<file path="config.mk">
export PLATFORM = sky130hd
export DESIGN_NAME = ppci_top
export DESIGN_NICKNAME = d
export VERILOG_FILES = /design/src/verilog/ppci_top.v
export VERILOG_INCLUDE_DIRS = /design/src /design/src/common
export SDC_FILE = /design/constraint.sdc
export NUM_CORES = 1
export LEC_CHECK = 0
export BUFFER_PORTS_ARGS = -buffer_cell sky130_fd_sc_hd__buf_4
export CORE_MARGIN = 1
export CORE_UTILIZATION = 64
export CTS_BUF_LIST = sky130_fd_sc_hd__clkbuf_2
export DETAILED_ROUTE_END_ITERATION = 7
export GPL_ROUTABILITY_DRIVEN = 0
export PLACE_DENSITY = 0.84
export SKIP_CTS_REPAIR_TIMING = 1
export SLEW_MARGIN = 20
export SYNTH_ARGS = -nofsm -noshare
export SYNTH_HDL_FRONTEND = slang
export SYNTH_SLANG_ARGS = --single-unit
export TNS_END_PERCENT = 10
</file>
<file path="constraint.sdc">
create_clock -name clk_i -period 8.55 [get_ports clk_i]
set_input_delay 0.855 -clock clk_i [delete_from_list [all_inputs] [get_ports clk_i]]
set_output_delay 0.855 -clock clk_i [all_outputs]
set_load 0.03 [all_outputs]
</file>
<file path="src/common/ppci_map.vh">
// register map and constants of the pulse position command input
`ifndef PPCI_MAP_VH
`define PPCI_MAP_VH

// ---------------------------------------------------------------
// register offsets (byte addresses)
// ---------------------------------------------------------------
`define PPCI_OFS_CTRL 8'h00
`define PPCI_OFS_GEAR_A 8'h04
`define PPCI_OFS_GEAR_B 8'h08
`define PPCI_OFS_STATUS 8'h0c
`define PPCI_OFS_POS 8'h10
`define PPCI_OFS_IRQ_STAT 8'h14
`define PPCI_OFS_IRQ_MASK 8'h18

// ---------------------------------------------------------------
// ctrl fields
// ---------------------------------------------------------------
`define PPCI_CTRL_MODE_LO 0
`define PPCI_CTRL_MODE_HI 1
`define PPCI_CTRL_MODE_SRC 2
`define PPCI_CTRL_POS_LOGIC 3
`define PPCI_CTRL_ROT_DIR 4
`define PPCI_CTRL_W 5
`define PPCI_CTRL_RST 5'h10

// ---------------------------------------------------------------
// pulse input modes
// ---------------------------------------------------------------
`define PPCI_MODE_ONE 2'h0
`define PPCI_MODE_TWO 2'h1
`define PPCI_MODE_PHASE 2'h2

// ---------------------------------------------------------------
// status fields
// ---------------------------------------------------------------
`define PPCI_ST_WARN 5
`define PPCI_ST_ALARM 6
`define PPCI_ST_ABS 7

// ---------------------------------------------------------------
// irq bits
// ---------------------------------------------------------------
`define PPCI_IRQ_WARN 0
`define PPCI_IRQ_ALARM 1
`define PPCI_IRQ_W 2

// ---------------------------------------------------------------
// electronic gear
// ---------------------------------------------------------------
`define PPCI_GEAR_RST 16'h0001
`define PPCI_RES_BASE 40'h00_0000_03e8
`define PPCI_RES_MIN 40'h00_0000_0064
`define PPCI_RES_MAX 40'h00_0001_86a0

`endif

</file>
<file path="src/verilog/ppci_top.v">
// pulse position command input with wishbone register slave
`timescale 1ns/10ps
`include "ppci_map.vh"

// Operation
// [RULE1] single-pulse mode: pulse line steps, direction line picks sense
// [RULE2] dual-pulse mode: cw line steps forward, ccw line steps reverse
// [RULE3] phase mode: second channel lagging first is forward, leading is reverse
// [RULE4] stored direction setting maps forward pulses to cw or ccw rotation
// [RULE5] setting 1: cw pulse increments position, turns cw; ccw decrements, ccw
// [RULE6] setting 0: cw pulse increments position, turns ccw; ccw decrements, cw
// [RULE7] resolution is 1000 times gear b divided by gear a
// [RULE8] resolution accepted only from 100 to 100000 pulses per revolution
// [RULE9] defaults give 1000 pulses per revolution, both gears one
// [RULE10] warning raised while resolution is out of range
// [RULE11] power-up with warning present escalates to gear alarm
// [RULE12] changed settings take effect only at next power-up
// [RULE13] absolute switch on enables absolute tracking, off disables, off default
// [RULE14] with backup power, position survives main supply loss
// [RULE15] inputs synchronised and edge detected, one step per pulse; phase mode steps on every edge of either channel, four per pulse cycle

module ppci_top (
  // clock and reset
  input wire clk_i,
  input wire rst_i,
  // wishbone slave
  input wire cyc_i,
  input wire stb_i,
  input wire we_i,
  input wire [7:0] adr_i,
  input wire [3:0] sel_i,
  input wire [31:0] dat_i,
  output reg [31:0] dat_o,
  output reg ack_o,
  // pulse inputs and switches
  input wire step_pulse_in_i,
  input wire dir_i,
  input wire pulse_mode_switch_i,
  input wire absolute_enable_switch_i,
  input wire backup_power_i,
  input wire power_up_i,
  // motor command and status
  output reg motor_step_o,
  output reg motor_cw_o,
  output reg abs_enable_o,
  output reg gear_warn_o,
  output reg gear_alarm_o,
  output reg irq_o
);

  // ---------------------------------------------------------------
  // input synchronisers
  // ---------------------------------------------------------------
  reg [5:0] meta_q;
  reg [5:0] sync_q;
  wire [5:0] raw_in;

  assign raw_in = {power_up_i, backup_power_i, absolute_enable_switch_i,
                   pulse_mode_switch_i, dir_i, step_pulse_in_i};

  // synchronisers run through reset, so the boot apply
  // already sees settled switch levels
  always @(posedge clk_i) begin
    meta_q <= raw_in;
    sync_q <= meta_q;
  end

  wire pwr_up_lvl;
  wire backup_ok;
  wire abs_sw;
  wire mode_sw;

  assign pwr_up_lvl = sync_q[5];
  assign backup_ok = sync_q[4];
  assign abs_sw = sync_q[3];
  assign mode_sw = sync_q[2];

  // ---------------------------------------------------------------
  // pending settings written by software
  // ---------------------------------------------------------------
  reg [`PPCI_CTRL_W-1:0] ctrl_q;
  reg [15:0] gear_a_q;
  reg [15:0] gear_b_q;
  reg [`PPCI_IRQ_W-1:0] irq_stat_q;
  reg [`PPCI_IRQ_W-1:0] irq_mask_q;

  // ---------------------------------------------------------------
  // active settings, loaded at power-up
  // ---------------------------------------------------------------
  reg [1:0] act_mode_q;
  reg act_pos_logic_q;
  reg act_rot_dir_q;
  reg boot_q;
  reg apply_q;
  reg pwr_up_prev_q;
  reg warn_prev_q;
  reg alarm_prev_q;
  reg [31:0] pos_q;

  wire apply;
  assign apply = boot_q | (pwr_up_lvl & ~pwr_up_prev_q);

  // gear range check without division
  wire [39:0] num;
  wire [39:0] lim_lo;
  wire [39:0] lim_hi;
  wire gear_ok;

  assign num = `PPCI_RES_BASE * {24'h00_0000, gear_b_q}; // RULE7
  assign lim_lo = `PPCI_RES_MIN * {24'h00_0000, gear_a_q};
  assign lim_hi = `PPCI_RES_MAX * {24'h00_0000, gear_a_q};
  assign gear_ok = (gear_a_q != 16'h0000) && (num >= lim_lo) && (num <= lim_hi); // RULE8

  wire warn;
  assign warn = ~gear_ok; // RULE10

  always @(posedge clk_i) begin
    if (rst_i) begin
      act_mode_q <= `PPCI_MODE_ONE;
      act_pos_logic_q <= 1'b0;
      act_rot_dir_q <= 1'b1;
      abs_enable_o <= 1'b0; // RULE13
      gear_alarm_o <= 1'b0;
      gear_warn_o <= 1'b0;
      boot_q <= 1'b1;
      apply_q <= 1'b0;
      pwr_up_prev_q <= 1'b0;
    end else begin
      boot_q <= 1'b0;
      apply_q <= apply;
      pwr_up_prev_q <= pwr_up_lvl;
      gear_warn_o <= warn;
      if (apply) begin
        if (ctrl_q[`PPCI_CTRL_MODE_SRC]) begin
          act_mode_q <= ctrl_q[`PPCI_CTRL_MODE_HI:`PPCI_CTRL_MODE_LO];
          act_pos_logic_q <= ctrl_q[`PPCI_CTRL_POS_LOGIC];
        end else begin
          act_mode_q <= mode_sw ? `PPCI_MODE_TWO : `PPCI_MODE_ONE;
          act_pos_logic_q <= 1'b0;
        end
        act_rot_dir_q <= ctrl_q[`PPCI_CTRL_ROT_DIR]; // RULE4 RULE12
        abs_enable_o <= abs_sw; // RULE13
        gear_alarm_o <= warn; // RULE11
      end
    end
  end

  // ---------------------------------------------------------------
  // pulse decode
  // ---------------------------------------------------------------
  reg ch_a_prev_q;
  reg ch_b_prev_q;
  wire ch_a;
  wire ch_b;

  // negative logic: active level is low on the line
  assign ch_a = act_pos_logic_q ? sync_q[0] : ~sync_q[0];
  assign ch_b = act_pos_logic_q ? sync_q[1] : ~sync_q[1];

  wire rise_a;
  wire rise_b;
  assign rise_a = ch_a & ~ch_a_prev_q; // RULE15
  assign rise_b = ch_b & ~ch_b_prev_q; // RULE15

  reg step;
  reg fwd;

  always @* begin
    step = 1'b0;
    fwd = 1'b1;
    case (act_mode_q)
      `PPCI_MODE_ONE: begin
        step = rise_a; // RULE1
        fwd = ~ch_b;
      end
      `PPCI_MODE_TWO: begin
        step = rise_a ^ rise_b; // RULE2
        fwd = rise_a;
      end
      `PPCI_MODE_PHASE: begin
        step = (ch_a ^ ch_a_prev_q) | (ch_b ^ ch_b_prev_q); // RULE3
        fwd = ch_a ^ ch_b_prev_q; // RULE3
      end
      default: begin
        step = 1'b0;
        fwd = 1'b1;
      end
    endcase
  end

  // ---------------------------------------------------------------
  // command position and motor outputs
  // ---------------------------------------------------------------
  always @(posedge clk_i) begin
    if (rst_i) begin
      ch_a_prev_q <= 1'b0;
      ch_b_prev_q <= 1'b0;
      pos_q <= 32'h0000_0000;
      motor_step_o <= 1'b0;
      motor_cw_o <= 1'b1;
    end else begin
      ch_a_prev_q <= ch_a;
      ch_b_prev_q <= ch_b;
      // a logic change at apply flips the channels once:
      // steps held off for the cycle after apply too
      motor_step_o <= step & ~gear_alarm_o & ~apply & ~apply_q; // RULE15
      if (apply) begin
        // position survives power-up only in absolute mode on backup
        if (!(abs_sw && backup_ok)) begin
          pos_q <= 32'h0000_0000; // RULE14
        end
      end else if (step && !gear_alarm_o && !apply_q) begin
        pos_q <= fwd ? pos_q + 32'h0000_0001 : pos_q - 32'h0000_0001; // RULE5 RULE6
        motor_cw_o <= fwd ~^ act_rot_dir_q; // RULE5 RULE6
      end
    end
  end

  // ---------------------------------------------------------------
  // wishbone slave
  // ---------------------------------------------------------------
  wire req;
  wire wr;
  wire [31:0] wmask;
  wire [31:0] ctrl_new;
  wire [31:0] ga_new;
  wire [31:0] gb_new;

  assign req = cyc_i & stb_i & ~ack_o;
  assign wr = req & we_i;
  assign wmask = {{8{sel_i[3]}}, {8{sel_i[2]}}, {8{sel_i[1]}}, {8{sel_i[0]}}};
  assign ctrl_new = ({27'h000_0000, ctrl_q} & ~wmask) | (dat_i & wmask);
  assign ga_new = ({16'h0000, gear_a_q} & ~wmask) | (dat_i & wmask);
  assign gb_new = ({16'h0000, gear_b_q} & ~wmask) | (dat_i & wmask);

  wire [`PPCI_IRQ_W-1:0] irq_clr;
  wire [`PPCI_IRQ_W-1:0] irq_set;
  wire [`PPCI_IRQ_W-1:0] irq_mask_new;

  assign irq_clr = (wr && adr_i == `PPCI_OFS_IRQ_STAT && sel_i[0]) ? dat_i[`PPCI_IRQ_W-1:0] : 2'h0;
  assign irq_set = {gear_alarm_o & ~alarm_prev_q, warn & ~warn_prev_q};
  assign irq_mask_new = sel_i[0] ? dat_i[`PPCI_IRQ_W-1:0] : irq_mask_q;

  always @(posedge clk_i) begin
    if (rst_i) begin
      ctrl_q <= `PPCI_CTRL_RST;
      gear_a_q <= `PPCI_GEAR_RST; // RULE9
      gear_b_q <= `PPCI_GEAR_RST; // RULE9
      irq_mask_q <= 2'h0;
    end else if (wr) begin
      case (adr_i)
        `PPCI_OFS_CTRL: ctrl_q <= ctrl_new[`PPCI_CTRL_W-1:0]; // RULE12
        `PPCI_OFS_GEAR_A: gear_a_q <= ga_new[15:0];
        `PPCI_OFS_GEAR_B: gear_b_q <= gb_new[15:0];
        `PPCI_OFS_IRQ_MASK: irq_mask_q <= irq_mask_new;
        default: ctrl_q <= ctrl_q;
      endcase
    end
  end

  // sticky events, set wins over clear
  always @(posedge clk_i) begin
    if (rst_i) begin
      irq_stat_q <= 2'h0;
      warn_prev_q <= 1'b0;
      alarm_prev_q <= 1'b0;
      irq_o <= 1'b0;
    end else begin
      warn_prev_q <= warn;
      alarm_prev_q <= gear_alarm_o;
      irq_stat_q <= (irq_stat_q & ~irq_clr) | irq_set;
      irq_o <= |(((irq_stat_q & ~irq_clr) | irq_set) & irq_mask_q);
    end
  end

  reg [31:0] rdata;

  always @* begin
    case (adr_i)
      `PPCI_OFS_CTRL: rdata = {27'h000_0000, ctrl_q};
      `PPCI_OFS_GEAR_A: rdata = {16'h0000, gear_a_q};
      `PPCI_OFS_GEAR_B: rdata = {16'h0000, gear_b_q};
      `PPCI_OFS_STATUS: rdata = {24'h00_0000, abs_enable_o, gear_alarm_o, gear_warn_o,
                                 act_rot_dir_q, act_pos_logic_q, 1'b0, act_mode_q};
      `PPCI_OFS_POS: rdata = pos_q;
      `PPCI_OFS_IRQ_STAT: rdata = {30'h0000_0000, irq_stat_q};
      `PPCI_OFS_IRQ_MASK: rdata = {30'h0000_0000, irq_mask_q};
      default: rdata = 32'h0000_0000;
    endcase
  end

  always @(posedge clk_i) begin
    if (rst_i) begin
      ack_o <= 1'b0;
      dat_o <= 32'h0000_0000;
    end else begin
      ack_o <= req;
      dat_o <= req ? rdata : 32'h0000_0000;
    end
  end

endmodule // ppci_top

</file>
==> results by group <==
Pwr
  • Part of the power in registers: 0.562
  • Switch Pwr: 0.3655 mW
  • Internal: 0.7870 mW
  • Sw Ratio: 0.3171
  • Worst vdd ir: 139.1 µV
  • Clock power share: 0.294
  • Combinational Power Share: 0.145
  • Overall power: 1.153 mW
  • Leakage power: 7.897 nW
  • Pwr Density: 75.52 nW/µm²

Placement
  • PortBufs: 75
  • Hpwl dp: 27.39 mm

Route
  • First-pass DRT Iterations: 6
  • Via count: 11.53k
  • DRT iter0 DRCs: 771
  • Via-per-instance ratio: 5.894
  • Average wire per cell in the routed design: 17.10 µm
  • DR DRC count: 0
  • Post-detailed-route count of antenna-violating nets: 0
  • Drt total wl: 33.44 mm

Global routing
  • Largest net degree at the start of global routing: 84
  • Initial antenna violation count: 0
  • Vias in the first global route: 11.55k
  • All-Layer GR Usage: 0.3034
  • First-pass GRT wire length: 54.59 mm
  • Gr ovfl total: 0

Clock network
  • Skew-Pair Late Insertion Delay: 0.73 ns
  • Clock Path Buffers: 2
  • Clock Sinks: 134
  • H-tree Lvls: 4
  • Clock transition at path regs: 0.22 ns
  • CTS Buf Count: 17
  • Root Driver: clkbuf_2
  • CTS tree: done

Logic synthesis
  • Synth top area share: 0.2222
  • Fraction of synthesized area in multiplexers: 0.02908
  • Most used flip-flop cell after synthesis: dfxtp_1
  • Sequential share of the synthesized area: 0.1883
  • Xor/xnor share of the synthesized area: 0.04858
  • Syn Std Cell Area: 14240 µm²
  • Asr flop ratio synth: 0
  • Largest family of logic cells by synthesized area: adder cells
  • Adder-cell area share of the yosys netlist: 0.3783
  • Main area contributors after synthesis: ha_1 (22%), dfxtp_1 (19%), fa_1 (16%), inv_1 (6.6%), a21oi_1 (3.5%)
  • Post-synth EDFFs: 0
  • Unique cell type count in the Yosys netlist: 65
  • Post-Synth Simple-Gate Area: 0.1166
  • Post-Synthesis Cells: 1600
  • Synth Area in Compound Gates: 0.1636
  • Post-synthesis net count: 2019
  • Syn avg cell area: 8.902 µm²
  • Cell taking the most area after synthesis: ha_1
  • #FFs+latches synth: 134
  • Number of synthesis warnings: 0

Setup path
  • Slowest CP cell: dfxtp_1
  • Delay-heaviest family, CP: adder cells
  • Worst Reg-to-Reg Cells: 27
  • CP endpoint kind: flop
  • Setup CP Type: reg2reg
  • Most used cell, CP: ha_1
  • Worst-path fanout max: 7
  • CP max stage delay: 0.59 ns
  • R2R Setup Slk: 1.28 ns
  • Startpoint types: flop
  • WP depth: 27
  • Worst Path Required: 9.24 ns
  • Crit path DAT: 7.96 ns
  • Buffers & Inverters on Critical Path: 3

Timing
  • RSZ-0062 raised after global routing: false
  • Fin. Hold Viols: 0
  • Tcrit/Tclk final: 0.8506
  • Final setup viols: 0
  • Slew margin rel.: 0.3185
  • Final hold slack: 0.2061 ns
  • Final Max Slew Viols: 0
  • Final Critical Period: 7.273 ns
  • Max frequency: 0.1375 GHz
  • Setup TNS: 0 ns
  • Final Skew: 0.03884 ns
  • Least-Margin Pin Slew: 1.020 ns

Floorplan
  • Initial Utilization: 0.6527
  • Row count: 54
  • Die width: 151.2 µm
  • Die Span Y: 151.2 µm
  • IO Pins: 94
  • Full die area: 22860 µm²
  • Area of the core: 21820 µm²

Finish
  • Commonest cells after routing, fill and taps aside: ha_1 (253), inv_1 (250), dfxtp_1 (134)
  • Share of layout cells above drive strength 1: 0.07578
  • Net count, final: 2082
  • Commonest non-fill, non-tap cell in the layout: ha_1
  • Antenna cells: 0
  • Area delta synth->final: 7.150%

Run
  • MaxCap Viol Count: 0

Worst hold path
  • Class of the tightest hold or removal check: in2reg
  • Hold path cells: 1
  • Hold Startpoint: power_up_i

Run status
  • Status: completed
[metal layers]
layer  track usage  wire length, µm
met1        0.3881            14460
met2        0.5249            16230
met3       0.04880             2068
met4       0.08800              684
met5             0                0
[cells in the mapped netlist (all sizes together), types with 6 or more instances]
cell type  number
o21a           14
xor2           37
xnor2          42
a211oi         14
and2            7
dfxtp         134
nand2          79
a22o           11
fa            111
a21oi         101
o21ai          51
o21bai         12
nor3           22
nand4          16
nand2b          8
nor2b          20
a22oi          28
a31oi           6
inv           250
nand3          32
a222oi         10
ha            253
clkbuf         31
o211ai          9
a21o           48
a211o           9
and3           24
nor2          116
mux2i          38
[kinds of logic (layout without fill, tap and decap cells)]
family                   after synthesis  after routing
XOR/XNOR                              79             79
adder cells (fa/ha/maj)              364            364
AND/OR/NAND/NOR                      350            350
multiplexers                          41             41
flip-flops                           134            134
buffers and inverters                286            362
AO/OA/AOI/OAI                        346            346
[worst reg2reg max path: cells and delay by family (launching register included)]
| family | cells | cell delay (ns) |
|---|---|---|
| adders and majority gates | 7 | 3.03 |
| DFF | 1 | 0.59 |
| xor gates and xnor gates | 1 | 0.19 |
| AOI/OAI and AO/OA | 9 | 2.16 |
| and+or+nand+nor | 7 | 1.06 |
| buffers and inverters | 3 | 0.25 |
[per-stage QoR]
step	util	cells	area, µm²	setup slack [ns]
2_1_floorplan	-	1600	14240	2.440
3_3_place_gp	0.6903	1924	15060	1.514
3_5_place_dp	0.6903	1924	15060	1.315
4_1_cts	0.6991	1956	15260	1.276
5_1_grt	0.6993	1956	15260	0.8977
6_report	0.6993	1956	15260	1.277
[layout make-up]
| cell class | instances | area (µm²) |
|---|---|---|
| multi-input combinational | 1180 | 10500 |
| fill | 1674 | 6561 |
| sequential | 134 | 2683 |
| inverter | 250 | 938.4 |
| timing repair buffer | 80 | 600.6 |
| tap | 280 | 350.3 |
| clock inverter | 13 | 97.59 |
| clock buffer | 19 | 95.09 |
[final timing paths]
| check | endpoint |
|---|---|
| worst max-delay path | irq_o$_SDFF_PP0_ |
| worst min-delay path | meta_q[5]$_DFF_P_ |
| worst max register to register | irq_o$_SDFF_PP0_ |
| worst min register to register | sync_q[2]$_DFF_P_ |
[power groups by stage]
stage / Sequential, mW / Clock, mW / Combinational [mW]
after global placement: 0.659 / 0 / 0.157
after CTS: 0.647 / 0.339 / 0.164
after detailed placement: 0.659 / 0 / 0.163
final: 0.647 / 0.339 / 0.167
after global routing: 0.649 / 0.363 / 0.183
after floorplan: 0.659 / 0 / 0.114
Power figures use the tool's default switching activity.
